## config.mk

```make
export PLATFORM = sky130hd
export DESIGN_NAME = ref_clock_switch
export DESIGN_NICKNAME = d
export VERILOG_FILES = /design/src/refsw_pkg.sv /design/src/ref_clock_switch.sv /design/src/ref_loss_monitor.sv
export VERILOG_INCLUDE_DIRS = /design/src
export SDC_FILE = /design/constraint.sdc
export NUM_CORES = 1
export LEC_CHECK = 0
export BUFFER_PORTS_ARGS = -buffer_cell sky130_fd_sc_hd__buf_2
export CAP_MARGIN = 30
export CELL_PAD_IN_SITES_DETAIL_PLACEMENT = 2
export CELL_PAD_IN_SITES_GLOBAL_PLACEMENT = 2
export CORE_UTILIZATION = 33
export DETAILED_ROUTE_END_ITERATION = 12
export MAX_ROUTING_LAYER = met4
export PLACE_DENSITY_LB_ADDON = 0.15
export SLEW_MARGIN = 10
export SYNTH_ARGS = -nofsm -noshare
export SYNTH_HDL_FRONTEND = slang
export SYNTH_SLANG_ARGS = --single-unit
```

## constraint.sdc

```tcl
create_clock -name REF_CLK -period 1.17 [get_ports REF_CLK]
set_input_delay 0.234 -clock REF_CLK [delete_from_list [all_inputs] [get_ports REF_CLK]]
set_output_delay 0.234 -clock REF_CLK [all_outputs]
set_load 0.005 [all_outputs]
```

## src/refsw_cfg.svh

```systemverilog
/*
 * Constants for the redundant reference clock switch: reset values,
 * synchroniser width and loss-detection timing.
 * Assumes inclusion by bare name from the design modules.
 */
`ifndef REFSW_CFG_SVH
`define REFSW_CFG_SVH

// ****************************************************************
// Reset values
// ****************************************************************
`define REFSW_SEL_RESET 1'b0
`define REFSW_LOSS_RESET 1'b0
`define REFSW_DYN_RESET 1'b1

// ****************************************************************
// Timing
// ****************************************************************
// Feedback periods without an input transition before loss is flagged
`define REFSW_LOSS_FB_PERIODS 1
// Width of the per-input feedback edge counter
`define REFSW_LOSS_CNT_W 2
// Number of pin inputs passing the synchroniser
`define REFSW_SYNC_W 8

`endif

```

## src/refsw_pkg.sv

```systemverilog
/*
 * Types shared by the redundant reference clock switch.
 * Assumes refsw_cfg.svh is on the include path.
 */
package refsw_pkg;

    // ****************************************************************
    // Reference selection state
    // ****************************************************************
    typedef enum logic {
        ST_PRIMARY,
        ST_SECONDARY
    } ref_state_t;

endpackage

```

## src/ref_clock_switch.sv

```systemverilog
/*
 * Redundant reference clock switch: two differential reference inputs,
 * loss monitors, manual selection and automatic fail-over with return.
 * Assumes all pin inputs are asynchronous to REF_CLK and are sampled
 * here; the switch itself models the pull-up on the auto switch select line.
 */
// Function
// - Exactly one reference input feeds the PLL at any time.
// - Input 0 is the primary clock, input 1 the secondary.
// - Indicator low while input 0 is used, high for input 1.
// - Input stuck for a full feedback period is declared failed.
// - Each input has its own loss flag, raised on failure.
// - Loss flags follow live input status and clear when good again.
// - Auto select low means manual select always wins, even on failure.
// - Manual select change switches input and updates the indicator.
// - Undriven auto switch select reads high, enabling dynamic switching.
// - Primary failed and secondary good: switch to the secondary.
// - After fail-over the indicator shows the new reference.
// - Primary recovered: flag clears first, then switch back to primary.
`timescale 1ns/1ps
`include "refsw_cfg.svh"

module ref_clock_switch
    import refsw_pkg::*;
(
    // Clock and reset
    input wire logic REF_CLK,
    input wire logic RST,
    // Reference input 0 pair
    input wire logic REFERENCE_INPUT0_TRUE,
    input wire logic REFERENCE_INPUT0_COMPLEMENT,
    // Reference input 1 pair
    input wire logic REFERENCE_INPUT1_TRUE,
    input wire logic REFERENCE_INPUT1_COMPLEMENT,
    // PLL feedback clock
    input wire logic FEEDBACK_CLK,
    // Board control pins
    input wire logic AUTO_SWITCH_SELECT,
    input wire logic AUTO_SWITCH_DRIVEN,
    input wire logic MANUAL_REFERENCE_SELECT,
    // Status and reference outputs
    output logic REFERENCE_INDICATOR,
    output logic LOSS_FLAG_INPUT0,
    output logic LOSS_FLAG_INPUT1,
    output logic DYNAMIC_SWITCHING,
    output logic PLL_REFERENCE
);

    // ****************************************************************
    // Pin synchronisers
    // ****************************************************************
    logic [`REFSW_SYNC_W-1:0] sync1_q;
    logic [`REFSW_SYNC_W-1:0] sync2_q;
    logic fb_prev_q;

    // Two flops on every pin before any logic reads it
    always_ff @(posedge REF_CLK or posedge RST) begin
        if (RST) begin
            sync1_q <= '0;
            sync2_q <= '0;
        end else begin
            sync1_q <= {FEEDBACK_CLK, AUTO_SWITCH_SELECT, AUTO_SWITCH_DRIVEN,
                        MANUAL_REFERENCE_SELECT, REFERENCE_INPUT1_COMPLEMENT,
                        REFERENCE_INPUT1_TRUE, REFERENCE_INPUT0_COMPLEMENT,
                        REFERENCE_INPUT0_TRUE};
            sync2_q <= sync1_q;
        end
    end

    // Delayed feedback level for edge detection
    always_ff @(posedge REF_CLK or posedge RST) begin
        if (RST) begin
            fb_prev_q <= 1'b0;
        end else begin
            fb_prev_q <= sync2_q[7];
        end
    end

    // ****************************************************************
    // Decoded inputs
    // ****************************************************************
    logic level0;
    logic level1;
    logic fb_edge;
    logic auto_eff;
    logic man_sel;

    // Differential decode: an equal pair reads low and looks stuck
    assign level0 = sync2_q[0] & ~sync2_q[1];
    assign level1 = sync2_q[2] & ~sync2_q[3];
    assign man_sel = sync2_q[4];
    assign auto_eff = sync2_q[5] ? sync2_q[6] : 1'b1;
    // Rising edge of feedback clock
    assign fb_edge = sync2_q[7] & ~fb_prev_q;

    // ****************************************************************
    // Loss monitors
    // ****************************************************************
    logic loss0;
    logic loss1;

    ref_loss_monitor #(
        .CNT_W(`REFSW_LOSS_CNT_W),
        .FB_PERIODS(`REFSW_LOSS_FB_PERIODS)
    ) u_mon0 (
        .clk(REF_CLK),
        .rst(RST),
        .level(level0),
        .fb_edge(fb_edge),
        .loss_q(loss0)
    );

    ref_loss_monitor #(
        .CNT_W(`REFSW_LOSS_CNT_W),
        .FB_PERIODS(`REFSW_LOSS_FB_PERIODS)
    ) u_mon1 (
        .clk(REF_CLK),
        .rst(RST),
        .level(level1),
        .fb_edge(fb_edge),
        .loss_q(loss1)
    );

    assign LOSS_FLAG_INPUT0 = loss0;
    assign LOSS_FLAG_INPUT1 = loss1;

    // ****************************************************************
    // Selection state machine
    // ****************************************************************
    ref_state_t state_q;
    ref_state_t state_d;

    // Next reference choice
    always_comb begin
        state_d = state_q;
        if (!auto_eff) begin
            // manual select wins; follow its level
            state_d = man_sel ? ST_SECONDARY : ST_PRIMARY;
        end else begin
            case (state_q)
                ST_PRIMARY: begin
                    // fail over only if secondary good; else hold
                    if (loss0 && !loss1) begin
                        state_d = ST_SECONDARY;
                    end
                end
                ST_SECONDARY: begin
                    // registered flag clears before the return
                    if (!loss0) begin
                        state_d = ST_PRIMARY;
                    end
                end
                default: begin
                    state_d = ST_PRIMARY;
                end
            endcase
        end
    end

    always_ff @(posedge REF_CLK or posedge RST) begin
        if (RST) begin
            state_q <= ST_PRIMARY;
        end else begin
            state_q <= state_d;
        end
    end

    // ****************************************************************
    // Outputs
    // ****************************************************************
    // indicator low for input 0; updated with the switch
    always_ff @(posedge REF_CLK or posedge RST) begin
        if (RST) begin
            REFERENCE_INDICATOR <= `REFSW_SEL_RESET;
        end else begin
            REFERENCE_INDICATOR <= (state_d == ST_SECONDARY);
        end
    end

    // single input muxed to the PLL
    always_ff @(posedge REF_CLK or posedge RST) begin
        if (RST) begin
            PLL_REFERENCE <= 1'b0;
        end else begin
            PLL_REFERENCE <= (state_q == ST_SECONDARY) ? level1 : level0;
        end
    end

    // Dynamic switching enable status
    always_ff @(posedge REF_CLK or posedge RST) begin
        if (RST) begin
            DYNAMIC_SWITCHING <= `REFSW_DYN_RESET;
        end else begin
            DYNAMIC_SWITCHING <= auto_eff;
        end
    end
endmodule

```

## src/ref_loss_monitor.sv

```systemverilog
/*
 * Loss-of-reference monitor for one reference input.
 * Assumes a level already synchronised to clk and a one-cycle pulse
 * for each rising edge of the feedback clock, both from the same domain.
 */
`timescale 1ns/1ps
`include "refsw_cfg.svh"

module ref_loss_monitor
    import refsw_pkg::*;
#(
    parameter int CNT_W = `REFSW_LOSS_CNT_W,
    parameter int FB_PERIODS = `REFSW_LOSS_FB_PERIODS
) (
    // Clock and reset
    input wire logic clk,
    input wire logic rst,
    // Monitored input and feedback timing
    input wire logic level,
    input wire logic fb_edge,
    // Live loss flag
    output logic loss_q
);

    // ****************************************************************
    // Parameter check
    // ****************************************************************
    if (FB_PERIODS < 1 || FB_PERIODS + 1 >= (1 << CNT_W)) begin : g_bad_param
        $error("ref_loss_monitor: FB_PERIODS does not fit CNT_W");
    end

    localparam logic [CNT_W-1:0] LIMIT = CNT_W'(FB_PERIODS + 1);

    logic level_q;
    logic [CNT_W-1:0] cnt_q;
    logic in_edge;

    // ****************************************************************
    // Edge detection and counting
    // ****************************************************************
    // Any transition of the input counts as activity
    assign in_edge = level ^ level_q;

    // Previous input level
    always_ff @(posedge clk or posedge rst) begin
        if (rst) begin
            level_q <= 1'b0;
        end else begin
            level_q <= level;
        end
    end

    always_ff @(posedge clk or posedge rst) begin
        if (rst) begin
            cnt_q <= '0;
        end else if (in_edge) begin
            cnt_q <= '0;
        end else if (fb_edge && cnt_q != LIMIT) begin
            cnt_q <= cnt_q + 1'b1;
        end
    end

    // raise own flag; clear on activity
    always_ff @(posedge clk or posedge rst) begin
        if (rst) begin
            loss_q <= `REFSW_LOSS_RESET;
        end else if (in_edge) begin
            loss_q <= 1'b0;
        end else if (fb_edge && cnt_q == LIMIT - 1'b1) begin
            loss_q <= 1'b1;
        end
    end
endmodule

```

Word-level counts from Yosys, hierarchy flattened
Index checks and enable logic that the tools add are counted.
{ "op_classes": {"bitwise": 9, "n_mux": 15, "eq_ne": 4, "addsub": 2, "reduce_logical": 10} }
{ "ops": {"columns": ["cell", "n"], "rows": [
  ["$mux W1", 10],
  ["$mux W2", 4],
  ["$reduce_bool A2 Y1", 4],
  ["$logic_and A1 B1 Y1", 5],
  ["$add A2 B1 Y2 const B", 2],
  ["$eq A2 B1 Y1 const B", 2],
  ["$ne A2 B2 Y1 const B", 2],
  ["$not A1 Y1", 4],
  ["$and A1 B1 Y1", 3],
  ["$pmux W1 S2", 1],
  ["$xor A1 B1 Y1", 2],
  ["$logic_not A1 Y1", 1]
]} }
{ "totals": {"wordCells": 52, "out_inout_bits": 5, "input_bits": 10, "register_bits": 28} }

Longest topological paths before layout
Gate-level depths: netlist (run 1).
{ "depth": {"word_depth": 5, "depth_mapped": 5, "ltp_nobuf": 5} }

Modules after synthesis
Synthesis (run 1) repeated with hierarchy kept, for this count alone.
{ "unflattened": {"cells_unflattened": 63, "area_unflattened_um2": 973.4} }
{ "by_module_without_submodules": {"columns": ["mod", "instances", "cells_each", "area_each_um2", "seq_area_each_um2"], "rows": [
  ["ref_clock_switch", 1, 29, 580.6, 501.7],
  ["ref_loss_monitor", 2, 17, 196.4, 100.1]
]} }

Worst setup path before layout (run 1)
Ideal clock, no wire load.
{ "synth_path": {"path_type": "register to register", "from": "reg u_mon0.cnt_q[0]", "to": "reg u_mon0.cnt_q[1]", "setup_time_ps": 87, "required_time_ps": 1083, "t_arrival_ps": 1080, "path_buffers": 0, "stages_incl_launch_ff": 6, "synth_period_minus_slack_ps": 1166, "path_slack_ps": 4, "cell_sequence": "dfrtp_1 > inv_1 > ha_1 > nor3b_4 > nor2_1 > a211oi_2"} }
{ "synth_between": {"elab_chain_cells": 3, "elab_cells_between_ends": 6, "cone_classes": "1 x add/sub; 1 x eq/ne; 2 x mux; 2 x reduce/logical"} }
{ "synth_rtl": {"columns": ["element", "line", "rtl"], "rows": [
  ["start: declaration", "ref_loss_monitor.sv:35", "logic [CNT_W-1:0] cnt_q;"],
  ["start signal: assignment", "ref_loss_monitor.sv:59", "cnt_q <= cnt_q + 1'b1;"],
  ["$add A2 B1 Y2 / $ne A2 B2 Y1 (equally long branches)", "ref_loss_monitor.sv:59, ref_loss_monitor.sv:58", null],
  ["$mux W2 / $logic_and A1 B1 Y1 (equally long branches)", "ref_loss_monitor.sv:58", "end else if (fb_edge && cnt_q != LIMIT) begin"],
  ["$mux W2 / $reduce_bool A2 Y1 (equally long branches)", null, null]
]} }
Parallel ways exist; a longest one is shown, timed or not. The select of a mux whose other input is x is not followed.
A chain may end at the register's enable or synchronous reset.

Worst setup path in the final report (run 1)
{ "layout_path": {"from": "reg DYNAMIC_SWITCHING", "to": "out DYNAMIC_SWITCHING"} }
{ "layout_rtl": {"columns": ["element", "line", "rtl"], "rows": [
  ["start: declaration", "ref_clock_switch.sv:45", "output logic DYNAMIC_SWITCHING,"],
  ["start signal: assignment", "ref_clock_switch.sv:192", "DYNAMIC_SWITCHING <= `REFSW_DYN_RESET;"],
  ["start signal: assignment", "ref_clock_switch.sv:194", "DYNAMIC_SWITCHING <= auto_eff;"]
]} }
No word-level cell between the ends.

==> impl_metrics.xml, run 1 <==
<?xml version="1.0" encoding="UTF-8"?>
<metrics>
  <group name="synth">
    <metric name="ys_async_sr_fraction" unit="%">100</metric>
    <metric name="yosys_warnings" unit="">0</metric>
    <metric name="edff_count_synth" unit="">0</metric>
    <metric name="post_synth_inst_count" unit="">64</metric>
    <metric name="synth_seq_cells" unit="">28</metric>
    <metric name="synthesis.nets" unit="">78</metric>
    <metric name="synth_sequential_area_ratio" unit="%">73.0</metric>
    <metric name="ys_dominant_reg_cell" unit="">sky130_fd_sc_hd__dfrtp_1</metric>
    <metric name="count_of_cell_types_in_the_netlist" unit="">16</metric>
    <metric name="synthMostInstantiatedCell" unit="">sky130_fd_sc_hd__dfrtp_1</metric>
    <metric name="synth.top_cells.by_area" unit="">sky130_fd_sc_hd__dfrtp_1, sky130_fd_sc_hd__ha_1, sky130_fd_sc_hd__nor3b_4</metric>
    <metric name="netlist_area" unit="um^2">961</metric>
    <metric name="ys_top_cells_by_count" unit="">sky130_fd_sc_hd__dfrtp_1, sky130_fd_sc_hd__inv_1, sky130_fd_sc_hd__nor2_1</metric>
    <metric name="synthesis.area_per_instance" unit="um^2">15.0</metric>
    <metric name="synth_largest_area_cell" unit="">sky130_fd_sc_hd__dfrtp_1</metric>
    <metric name="synth_top_area_share" unit="%">70.3</metric>
  </group>
  <group name="global_routing">
    <metric name="grt_max_degree" unit="">22</metric>
    <metric name="first_global_vias" unit="">692</metric>
    <metric name="congestion_overflow_gr" unit="">0</metric>
    <metric name="grt_antenna_before_repair" unit="">0</metric>
    <metric name="grt_first_pass_wirelength" unit="um">3040</metric>
    <metric name="grt.total_usage" unit="%">13.6</metric>
  </group>
  <group name="sta">
    <metric name="rsz0062_at_grt" unit="">yes</metric>
    <metric name="timing_max_transition_violations_final" unit="">0</metric>
    <metric name="timing_worst_slew_pin_value" unit="ns">0.386</metric>
    <metric name="setup_viol" unit="">1</metric>
    <metric name="tns" unit="ns">-0.0253</metric>
    <metric name="final.setup_skew" unit="ns">0.00451</metric>
    <metric name="fin_hold_viols" unit="">0</metric>
    <metric name="min_period" unit="ns">1.20</metric>
    <metric name="maxClockFrequency" unit="MHz">837</metric>
    <metric name="postLayoutSetupSlackWorst" unit="ns">-0.0253</metric>
    <metric name="period_share" unit="%">102</metric>
    <metric name="slew-limit-headroom" unit="%">74.2</metric>
  </group>
  <group name="cts">
    <metric name="cts.path.max_buffers" unit="">2</metric>
    <metric name="cts.sink_count" unit="">28</metric>
    <metric name="cts.clk_slew.worst_paths" unit="ns">0.15</metric>
    <metric name="clkLatencyLatePin" unit="ns">0.32</metric>
    <metric name="htree_levels" unit="">1</metric>
    <metric name="tritoncts.num_buffers" unit="">3</metric>
    <metric name="tritoncts" unit="">done</metric>
    <metric name="cts.root.buffer_cell" unit="">sky130_fd_sc_hd__clkbuf_4</metric>
  </group>
  <group name="route">
    <metric name="post-route-drc-count" unit="">0</metric>
    <metric name="num_vias" unit="">594</metric>
    <metric name="1st_iter_drt_viols" unit="">1</metric>
    <metric name="wl_per_cell" unit="um">13.4</metric>
    <metric name="drt-total-wl" unit="um">1790</metric>
    <metric name="drt_first_pass_iters" unit="">2</metric>
    <metric name="postRouteAntennaNets" unit="">0</metric>
    <metric name="vias_per_cell" unit="">4.43</metric>
  </group>
  <group name="die">
    <metric name="core_ar" unit="um^2">2760</metric>
    <metric name="io_pins" unit="">15</metric>
    <metric name="die_w" unit="um">56.0</metric>
    <metric name="fp.dieH" unit="um">56.0</metric>
    <metric name="start_util" unit="%">34.8</metric>
    <metric name="design.die.area" unit="um^2">3130</metric>
    <metric name="rows" unit="">19</metric>
  </group>
  <group name="critical_path">
    <metric name="crit-reg2reg-launch" unit="">u_mon0.cnt_q[0]$_DFFE_PP0P_</metric>
    <metric name="worst_path_arrival_time" unit="ns">0.96</metric>
    <metric name="cp_data_required_time" unit="ns">0.94</metric>
    <metric name="endpoint_kind" unit="">output port</metric>
    <metric name="worstSetupStartpoint" unit="">DYNAMIC_SWITCHING$_DFF_PP1_</metric>
    <metric name="r2r_setup_slack" unit="ns">0.01</metric>
    <metric name="crit_path_top_delay_cell" unit="">sky130_fd_sc_hd__dfstp_2</metric>
    <metric name="worst_path_largest_cell_delay" unit="ns">0.54</metric>
    <metric name="critPathMaxFanout" unit="">1</metric>
    <metric name="crit_chain" unit="">buf_2</metric>
    <metric name="crit_buf_inv" unit="">1</metric>
    <metric name="path_delay_family" unit="">flip-flops</metric>
    <metric name="r2r-end" unit="">u_mon0.cnt_q[0]$_DFFE_PP0P_</metric>
    <metric name="critPathLaunchType" unit="">flop</metric>
    <metric name="worst-r2r-cell-count" unit="">5</metric>
    <metric name="critPathKind" unit="">flop to output port</metric>
  </group>
  <group name="cells_and_area">
    <metric name="final.fill_count" unit="">268</metric>
    <metric name="area.growth.synth_to_final" unit="%">38.4</metric>
    <metric name="finish.utilization" unit="%">48.2</metric>
    <metric name="layout-drive-gt1-share" unit="%">40.8</metric>
    <metric name="antenna-diode-count" unit="">0</metric>
    <metric name="final_design_area_no_fill" unit="um^2">1330</metric>
    <metric name="fin_nets" unit="">118</metric>
  </group>
  <group name="place">
    <metric name="io_buffers" unit="">14</metric>
    <metric name="place_worst_setup_slack" unit="ns">-0.0814</metric>
    <metric name="hpwlAfterDp" unit="um">1120</metric>
    <metric name="placedInstanceArea" unit="um^2">1120</metric>
    <metric name="globalplace.congestion" unit="">0.643</metric>
  </group>
  <group name="outcome">
    <metric name="status" unit="">finished, violations left</metric>
    <metric name="violations" unit="">setup timing</metric>
  </group>
  <group name="worst_hold_path">
    <metric name="worst_hold_path.endpoint" unit="">sync2_q[5]$_DFF_PP0_</metric>
    <metric name="hold_path.class" unit="">flop to flop</metric>
    <metric name="startpoint_of_the_most_critical_hold_path" unit="">sync1_q[5]$_DFF_PP0_</metric>
    <metric name="worst_hold_path.num_cells" unit="">0</metric>
  </group>
  <group name="power_and_ir_drop">
    <metric name="power_density" unit="nW/um^2">1460</metric>
    <metric name="vdd.ir_drop.worst" unit="mV">1.02</metric>
    <metric name="total_leakage_power" unit="nW">0.643</metric>
  </group>
  <group name="flow_run">
    <metric name="max-cap-violations" unit="">0</metric>
  </group>
</metrics>
## repair_timing
item	4_1_cts	5_1_grt
gates resized for setup	3	4
pin swaps	7	3
setup endpoints to repair	5	9
hold buffers	8	1
endpoints found under the hold margin	13	1
buffers inserted	4	3
## registers in the layout, summed over array words and instances (netlist names)
name                 count
sync1_q                  8
sync2_q                  8
u_mon0.cnt_q             2
u_mon1.cnt_q             2
DYNAMIC_SWITCHING        1
PLL_REFERENCE            1
REFERENCE_INDICATOR      1
fb_prev_q                1
u_mon0.level_q           1
u_mon0.loss_q            1
u_mon1.level_q           1
u_mon1.loss_q            1
## cell type report
| cell class | count | area [um^2] | area share [%] |
|---|---|---|---|
| inverter | 7 | 26.3 | 1.98 |
| tap | 31 | 38.8 | 2.92 |
| timing repair buffer | 35 | 263 | 19.8 |
| multi-input combinational | 29 | 264 | 19.8 |
| clock buffer | 4 | 36.3 | 2.73 |
| sequential | 28 | 702 | 52.8 |
## cells in the final DEF (no fill, tap or decap), types with 3 or more instances in the layout
master and n:
sky130_fd_sc_hd__buf_4 11, sky130_fd_sc_hd__dfrtp_1 27, sky130_fd_sc_hd__nor2_1 5, sky130_fd_sc_hd__clkbuf_4 3
sky130_fd_sc_hd__nand2b_1 3, sky130_fd_sc_hd__inv_1 7, sky130_fd_sc_hd__dlygate4sd3_1 9, sky130_fd_sc_hd__buf_2 14
## kinds of logic (layout without fill, tap and decap cells)
group | Yosys count | after routing | synth area share [%]
DFF | 28 | 28 | 73.0
and+or+nand+nor | 15 | 15 | 10.7
buffers and inverters | 7 | 46 | 2.73
AOI/OAI and AO/OA | 6 | 6 | 4.69
adders and majority gates | 4 | 4 | 5.21
xor gates and xnor gates | 4 | 4 | 3.65
## layer usage
metal,wire [um],global-route usage (%)
met1,772,14.1
met2,972,24.0
met5,0,-
met4,14,7.32
met3,35,2.79
## per-stage QoR
stage          power [mW]  cells  hold slack [ns]
2_1_floorplan        1.27     64            0.265
3_3_place_gp         1.38    114            0.221
3_5_place_dp         1.40    114            0.224
4_1_cts              1.93    130          0.00732
5_1_grt              2.07    134            0.379
6_report             1.94    134            0.366
## report_power, final
group	total [mW]	switching, mW	internal (mW)
registers	1.09	0.0388	1.05
clock network	0.465	0.275	0.190
logic	0.387	0.171	0.216
total	1.94	0.485	1.45
## worst max-delay path by stage
stage	end	slack [ns]	cells past startpoint
floorplan	u_mon0.cnt_q[1]$_DFFE_PP0P_	0.004	5
global placement	u_mon0.cnt_q[1]$_DFFE_PP0P_	-0.008	5
detailed placement	u_mon1.cnt_q[1]$_DFFE_PP0P_	-0.08	5
CTS	DYNAMIC_SWITCHING	-0.05	1
global route	DYNAMIC_SWITCHING	-0.09	1
finish	DYNAMIC_SWITCHING	-0.03	1
Power figures use the tool's default switching activity.
==> run 2: changes to the inputs <==
Settings changed: SKIP_LAST_GASP set to 1.
==> run 2 against run 1 <==
The flow still finishes with violations (setup timing). Sequential cell count stayed put. First-iteration DRC count stayed put. Largest cell class unchanged. Clock-buffer cell count stayed put. Die area stayed put. Final cell count stayed put.
==> impl_metrics.xml, run 2 (synthesis results as in run 1) <==
<?xml version="1.0" encoding="UTF-8"?>
<metrics>
  <group name="critical_path">
    <metric name="r2r_setup_slack" unit="ns">0.01</metric>
    <metric name="cp.depth" unit="">1</metric>
    <metric name="endpoint_kind" unit="">output port</metric>
    <metric name="critPathMaxFanout" unit="">1</metric>
    <metric name="crit_buf_inv" unit="">1</metric>
    <metric name="crit_path_top_delay_cell" unit="">sky130_fd_sc_hd__dfstp_2</metric>
    <metric name="crit_chain" unit="">buf_2</metric>
    <metric name="crit-reg2reg-launch" unit="">u_mon0.cnt_q[0]$_DFFE_PP0P_</metric>
    <metric name="worst_path_largest_cell_delay" unit="ns">0.54</metric>
    <metric name="critPathLaunchType" unit="">flop</metric>
    <metric name="cp_data_required_time" unit="ns">0.94</metric>
    <metric name="r2r-end" unit="">u_mon0.cnt_q[0]$_DFFE_PP0P_</metric>
    <metric name="worst_path_arrival_time" unit="ns">0.96</metric>
    <metric name="path_delay_family" unit="">flip-flops</metric>
    <metric name="worst-r2r-cell-count" unit="">5</metric>
    <metric name="critPathKind" unit="">flop to output port</metric>
  </group>
  <group name="die">
    <metric name="io_pins" unit="">15</metric>
    <metric name="rows" unit="">19</metric>
    <metric name="start_util" unit="%">34.8</metric>
    <metric name="design.die.area" unit="um^2">3130</metric>
    <metric name="die_w" unit="um">56.0</metric>
    <metric name="core_ar" unit="um^2">2760</metric>
    <metric name="fp.dieH" unit="um">56.0</metric>
  </group>
  <group name="route">
    <metric name="wl_met2" unit="um">972</metric>
    <metric name="vias_per_cell" unit="">4.43</metric>
    <metric name="dr_wl_met3" unit="um">35</metric>
    <metric name="drt_first_pass_iters" unit="">2</metric>
    <metric name="detail_route.wirelength.met1" unit="um">772</metric>
    <metric name="wl_per_cell" unit="um">13.4</metric>
    <metric name="postRouteAntennaNets" unit="">0</metric>
    <metric name="1st_iter_drt_viols" unit="">1</metric>
    <metric name="drt-total-wl" unit="um">1790</metric>
    <metric name="topRoutingLayerUsed" unit="">met4</metric>
    <metric name="num_vias" unit="">594</metric>
    <metric name="post-route-drc-count" unit="">0</metric>
  </group>
  <group name="place">
    <metric name="hpwlAfterDp" unit="um">1120</metric>
    <metric name="placed_cells_incl_taps" unit="">114</metric>
    <metric name="globalplace.congestion" unit="">0.643</metric>
    <metric name="placedInstanceArea" unit="um^2">1120</metric>
    <metric name="io_buffers" unit="">14</metric>
  </group>
  <group name="cells_and_area">
    <metric name="top_library_cells_by_usage_in_the_layout_fill_and_taps_aside" unit="">sky130_fd_sc_hd__dfrtp_1, sky130_fd_sc_hd__buf_2, sky130_fd_sc_hd__buf_4</metric>
    <metric name="antenna-diode-count" unit="">0</metric>
    <metric name="area.growth.synth_to_final" unit="%">38.4</metric>
    <metric name="layout_commonest_cell" unit="">sky130_fd_sc_hd__dfrtp_1</metric>
    <metric name="final.fill_count" unit="">268</metric>
    <metric name="fin_nets" unit="">118</metric>
    <metric name="final_design_area_no_fill" unit="um^2">1330</metric>
    <metric name="layout-drive-gt1-share" unit="%">40.8</metric>
    <metric name="post_layout_nonfiller_instances" unit="">134</metric>
    <metric name="finish.utilization" unit="%">48.2</metric>
    <metric name="top_registers" unit="">sync1_q (8), sync2_q (8)</metric>
  </group>
  <group name="sta">
    <metric name="min_period" unit="ns">1.20</metric>
    <metric name="rsz0062_at_grt" unit="">yes</metric>
    <metric name="maxClockFrequency" unit="MHz">837</metric>
    <metric name="timing_worst_slew_pin_value" unit="ns">0.386</metric>
    <metric name="setup_viol" unit="">1</metric>
    <metric name="postLayoutSetupSlackWorst" unit="ns">-0.0253</metric>
    <metric name="fin_hold_viols" unit="">0</metric>
    <metric name="period_share" unit="%">102</metric>
    <metric name="slew-limit-headroom" unit="%">74.2</metric>
    <metric name="timing_max_transition_violations_final" unit="">0</metric>
    <metric name="final.setup_skew" unit="ns">0.00451</metric>
  </group>
  <group name="power_and_ir_drop">
    <metric name="vdd.ir_drop.worst" unit="mV">1.02</metric>
    <metric name="power_density" unit="nW/um^2">1460</metric>
    <metric name="total_leakage_power" unit="nW">0.643</metric>
  </group>
  <group name="outcome">
    <metric name="violations" unit="">setup timing</metric>
    <metric name="status" unit="">finished, violations left</metric>
  </group>
  <group name="cts">
    <metric name="cts.root.buffer_cell" unit="">sky130_fd_sc_hd__clkbuf_4</metric>
    <metric name="cts.sink_count" unit="">28</metric>
    <metric name="htree_levels" unit="">1</metric>
    <metric name="cts.path.max_buffers" unit="">2</metric>
    <metric name="cts.clk_slew.worst_paths" unit="ns">0.15</metric>
    <metric name="tritoncts.num_buffers" unit="">3</metric>
    <metric name="clkLatencyLatePin" unit="ns">0.32</metric>
    <metric name="tritoncts" unit="">done</metric>
  </group>
  <group name="worst_hold_path">
    <metric name="worst_hold_path.endpoint" unit="">sync2_q[5]$_DFF_PP0_</metric>
    <metric name="hold_path.class" unit="">flop to flop</metric>
    <metric name="worst_hold_path.num_cells" unit="">0</metric>
    <metric name="startpoint_of_the_most_critical_hold_path" unit="">sync1_q[5]$_DFF_PP0_</metric>
  </group>
  <group name="global_routing">
    <metric name="congestion_overflow_gr" unit="">0</metric>
    <metric name="grt_first_pass_wirelength" unit="um">3040</metric>
    <metric name="grt_antenna_before_repair" unit="">0</metric>
    <metric name="grt_max_degree" unit="">22</metric>
    <metric name="first_global_vias" unit="">692</metric>
    <metric name="grt.total_usage" unit="%">13.6</metric>
  </group>
  <group name="flow_run">
    <metric name="max-cap-violations" unit="">0</metric>
  </group>
</metrics>
[run 2: cell type report]
type | count | area (um^2) | share of cell area [%]
Clock buffer | 4 | 36.3 | 2.73
Tap cell | 31 | 38.8 | 2.92
Sequential cell | 28 | 702 | 52.8
Multi-Input combinational cell | 29 | 264 | 19.8
Inverter | 7 | 26.3 | 1.98
Timing Repair Buffer | 35 | 263 | 19.8
[run 2: how the worst max path moves through the flow]
| stage | startpoint | endpoint | slack [ns] |
|---|---|---|---|
| floorplan | u_mon0.cnt_q[0]$_DFFE_PP0P_ | u_mon0.cnt_q[1]$_DFFE_PP0P_ | 0.004 |
| global placement | u_mon0.cnt_q[0]$_DFFE_PP0P_ | u_mon0.cnt_q[1]$_DFFE_PP0P_ | -0.008 |
| CTS | DYNAMIC_SWITCHING$_DFF_PP1_ | DYNAMIC_SWITCHING | -0.05 |
| finish | DYNAMIC_SWITCHING$_DFF_PP1_ | DYNAMIC_SWITCHING | -0.03 |
| detailed placement | u_mon1.cnt_q[0]$_DFFE_PP0P_ | u_mon1.cnt_q[1]$_DFFE_PP0P_ | -0.08 |
| global route | DYNAMIC_SWITCHING$_DFF_PP1_ | DYNAMIC_SWITCHING | -0.09 |
[run 2: metal layers]
metal / up-vias / track usage, %
met5: - / -
met2: 8 / 24.0
met1: 307 / 14.1
met3: 2 / 2.79
met4: 0 / 7.32
li1: 277 / -
[run 2: power breakdown]
group          internal, mW  switching (mW)  total, mW  leakage (nW)
Combinational         0.216           0.171      0.387         0.282
Sequential             1.05          0.0388       1.09         0.340
Clock                 0.190           0.275      0.465        0.0210
[run 2: metrics by stage]
step / setup WS (ns) / total power, mW / hold WS (ns) / TNS (ns)
2_1_floorplan: 0.00360 / 1.27 / 0.265 / 0
3_3_place_gp: -0.00750 / 1.38 / 0.221 / -0.00750
3_5_place_dp: -0.0814 / 1.40 / 0.224 / -0.170
4_1_cts: -0.0495 / 1.93 / 0.00732 / -0.0963
5_1_grt: -0.0858 / 2.07 / 0.379 / -0.286
6_report: -0.0253 / 1.94 / 0.366 / -0.0253
[run 2: repair_timing]
action	4_1_cts	5_1_grt
gates resized for setup	3	4
hold buffers	8	1
setup endpoints to repair	5	9
endpoints found under the hold margin	13	1
buffers inserted	4	3
pin swaps	7	3
==> run 3: changes to the inputs <==
Settings changed: CORE_ASPECT_RATIO set to 2.
==> run 3 against run 2 <==
First-iteration DRC count increased to 4.0 times the previous value. The run still ends with setup timing left. Non-clock buffer count decreased by 10. Largest power group unchanged. Routed wire length decreased by 12%. Final cell count decreased by 9.0%. Maximum frequency about the same. Critical endpoint is now u_mon0.cnt_q[1]$_DFFE_PP0P_. Critical path depth increased by 4.
==> impl_metrics.xml, run 3 (synthesis results as in run 1) <==
<?xml version="1.0" encoding="UTF-8"?>
<metrics>
  <group name="outcome">
    <metric name="status" unit="">finished, violations left</metric>
    <metric name="violations" unit="">setup timing</metric>
  </group>
  <group name="cells_and_area">
    <metric name="layout.area.seq" unit="um^2">702</metric>
    <metric name="multi_input_area" unit="um^2">267</metric>
    <metric name="antenna-diode-count" unit="">0</metric>
    <metric name="area.growth.synth_to_final" unit="%">29.2</metric>
    <metric name="top_library_cells_by_usage_in_the_layout_fill_and_taps_aside" unit="">sky130_fd_sc_hd__dfrtp_1, sky130_fd_sc_hd__buf_2, sky130_fd_sc_hd__buf_4</metric>
    <metric name="final.fill_count" unit="">308</metric>
    <metric name="post_layout_nonfiller_instances" unit="">122</metric>
    <metric name="layout_commonest_cell" unit="">sky130_fd_sc_hd__dfrtp_1</metric>
    <metric name="layout-drive-gt1-share" unit="%">43.0</metric>
    <metric name="top_registers" unit="">sync1_q (8), sync2_q (8)</metric>
    <metric name="fin_nets" unit="">108</metric>
  </group>
  <group name="die">
    <metric name="design.die.area" unit="um^2">3140</metric>
    <metric name="start_util" unit="%">34.7</metric>
    <metric name="die_w" unit="um">40.2</metric>
    <metric name="io_pins" unit="">15</metric>
    <metric name="core_ar" unit="um^2">2770</metric>
    <metric name="rows" unit="">27</metric>
    <metric name="fp.dieH" unit="um">78.3</metric>
  </group>
  <group name="sta">
    <metric name="maxClockFrequency" unit="MHz">837</metric>
    <metric name="postLayoutSetupSlackWorst" unit="ns">-0.0247</metric>
    <metric name="slew-limit-headroom" unit="%">77.6</metric>
    <metric name="hold-worst-slack" unit="ns">0.0707</metric>
    <metric name="timing_worst_slew_pin_value" unit="ns">0.335</metric>
    <metric name="timing_max_transition_violations_final" unit="">0</metric>
    <metric name="rsz0062_at_grt" unit="">yes</metric>
    <metric name="period_share" unit="%">102</metric>
    <metric name="fin_hold_viols" unit="">0</metric>
    <metric name="min_period" unit="ns">1.19</metric>
    <metric name="final.setup_skew" unit="ns">0.00103</metric>
    <metric name="setup_viol" unit="">2</metric>
  </group>
  <group name="power_and_ir_drop">
    <metric name="vdd.ir_drop.worst" unit="mV">0.982</metric>
    <metric name="totalPowerFinal" unit="mW">2.00</metric>
    <metric name="total_leakage_power" unit="nW">0.595</metric>
    <metric name="power_density" unit="nW/um^2">1610</metric>
  </group>
  <group name="cts">
    <metric name="cts.clk_slew.worst_paths" unit="ns">0.08</metric>
    <metric name="clkLatencyLatePin" unit="ns">0.26</metric>
    <metric name="cts.root.buffer_cell" unit="">sky130_fd_sc_hd__clkbuf_8</metric>
    <metric name="cts.path.max_buffers" unit="">2</metric>
    <metric name="cts.sink_count" unit="">28</metric>
    <metric name="tritoncts" unit="">done</metric>
    <metric name="tritoncts.num_buffers" unit="">3</metric>
    <metric name="htree_levels" unit="">1</metric>
  </group>
  <group name="global_routing">
    <metric name="grt_antenna_before_repair" unit="">0</metric>
    <metric name="grt_max_degree" unit="">16</metric>
    <metric name="first_global_vias" unit="">586</metric>
    <metric name="grt_first_pass_wirelength" unit="um">2530</metric>
    <metric name="grt.total_usage" unit="%">12.6</metric>
    <metric name="congestion_overflow_gr" unit="">0</metric>
  </group>
  <group name="route">
    <metric name="num_vias" unit="">560</metric>
    <metric name="vias_per_cell" unit="">4.59</metric>
    <metric name="post-route-drc-count" unit="">0</metric>
    <metric name="drt_first_pass_iters" unit="">2</metric>
    <metric name="drt-total-wl" unit="um">1570</metric>
    <metric name="wl_per_cell" unit="um">12.9</metric>
    <metric name="postRouteAntennaNets" unit="">0</metric>
    <metric name="1st_iter_drt_viols" unit="">4</metric>
  </group>
  <group name="critical_path">
    <metric name="crit_chain" unit="">inv_1 -&gt; ha_2 -&gt; nor3b_4 -&gt; buf_4 -&gt; a211oi_2</metric>
    <metric name="endpoint_kind" unit="">flop</metric>
    <metric name="critPathKind" unit="">flop to flop</metric>
    <metric name="crit_buf_inv" unit="">2</metric>
    <metric name="critPathLaunchType" unit="">flop</metric>
    <metric name="path_delay_family" unit="">flip-flops</metric>
    <metric name="worst_path_arrival_time" unit="ns">1.34</metric>
    <metric name="critPathMaxFanout" unit="">3</metric>
    <metric name="cp_data_required_time" unit="ns">1.31</metric>
    <metric name="worst_path_largest_cell_delay" unit="ns">0.37</metric>
    <metric name="r2r_setup_slack" unit="ns">-0.02</metric>
    <metric name="crit_path_top_delay_cell" unit="">sky130_fd_sc_hd__dfrtp_1</metric>
  </group>
  <group name="place">
    <metric name="hpwlAfterDp" unit="um">1310</metric>
    <metric name="io_buffers" unit="">14</metric>
    <metric name="globalplace.congestion" unit="">0.650</metric>
    <metric name="placed_cells_incl_taps" unit="">116</metric>
  </group>
  <group name="worst_hold_path">
    <metric name="hold_path.class" unit="">input pin to flop</metric>
  </group>
  <group name="flow_run">
    <metric name="max-cap-violations" unit="">0</metric>
  </group>
</metrics>
-- run 3: changes by cell type in the layout (fill, tap and decap cells not counted) --
cell | previous run | this run
sky130_fd_sc_hd__clkbuf_4 | 3 | 0
sky130_fd_sc_hd__dlygate4sd3_1 | 9 | 1
sky130_fd_sc_hd__ha_2 | 2 | 1
sky130_fd_sc_hd__inv_1 | 7 | 6
sky130_fd_sc_hd__xnor2_1 | 2 | 3
sky130_fd_sc_hd__xnor2_2 | 1 | 0
sky130_fd_sc_hd__buf_4 | 11 | 10
sky130_fd_sc_hd__inv_2 | 0 | 1
sky130_fd_sc_hd__buf_12 | 1 | 0
sky130_fd_sc_hd__clkbuf_8 | 1 | 4
sky130_fd_sc_hd__ha_4 | 1 | 2
-- run 3: metal layers --
layer / vias up / track usage (%) / share of wire, %
met5: - / - / 0
met4: 0 / 8.28 / 3.0
met3: 4 / 0.847 / 2.9
met2: 13 / 21.5 / 60
met1: 287 / 12.6 / 34
li1: 256 / - / -
-- run 3: per-stage QoR --
| stage | util (%) | setup WS, ns | setup TNS [ns] | cell area (um^2) |
|---|---|---|---|---|
| after floorplan | - | 0.00360 | 0 | 961 |
| after global placement | 41.0 | -0.0328 | -0.0535 | 1130 |
| after detailed placement | 41.0 | -0.0949 | -0.222 | 1130 |
| after CTS | 43.9 | -0.0537 | -0.169 | 1210 |
| after global routing | 44.8 | -0.0975 | -0.323 | 1240 |
| final | 44.8 | -0.0247 | -0.0376 | 1240 |
-- run 3: final timing paths --
check,start,endpoint,cells after the start
min in group asynchronous,RST,sync1_q[1]$_DFF_PP0_,3
min reg2reg,sync1_q[4]$_DFF_PP0_,sync2_q[4]$_DFF_PP0_,0
max in group asynchronous,RST,DYNAMIC_SWITCHING$_DFF_PP1_,4
max reg2reg,u_mon0.cnt_q[0]$_DFFE_PP0P_,u_mon0.cnt_q[1]$_DFFE_PP0P_,5
max,u_mon0.cnt_q[0]$_DFFE_PP0P_,u_mon0.cnt_q[1]$_DFFE_PP0P_,5
min,REFERENCE_INPUT1_TRUE,sync1_q[2]$_DFF_PP0_,1
-- run 3: power breakdown --
group          switching [mW]  total (mW)  internal, mW
Sequential             0.0462        1.09          1.05
Combinational           0.160       0.346         0.186
Clock                   0.261       0.562         0.300
Total                   0.467        2.00          1.53
-- run 3: worst reg2reg max path, cell delays in order, from the launching register on --
cell and delay (ns):
sky130_fd_sc_hd__dfrtp_1 0.37, sky130_fd_sc_hd__inv_1 0.05, sky130_fd_sc_hd__ha_2 0.19, sky130_fd_sc_hd__nor3b_4 0.25
sky130_fd_sc_hd__buf_4 0.17, sky130_fd_sc_hd__a211oi_2 0.05
-- run 3: cell type report --
class	instances	area share, %
Timing Repair Buffer	25	12.5
Inverter	7	2.12
Tap cell	29	2.92
Sequential cell	28	56.6
Clock buffer	4	4.44
Multi-Input combinational cell	29	21.5
-- run 3: what timing repair did --
| item | in CTS | in global routing |
|---|---|---|
| gates cloned | 0 | 0 |
| hold buffers | 1 | 0 |
| hold endpoints to repair | 7 | 0 |
| setup buffers | 1 | 0 |
| pin swaps | 5 | 6 |
| gates resized for setup | 3 | 5 |
| endpoints found under the setup margin | 4 | 5 |
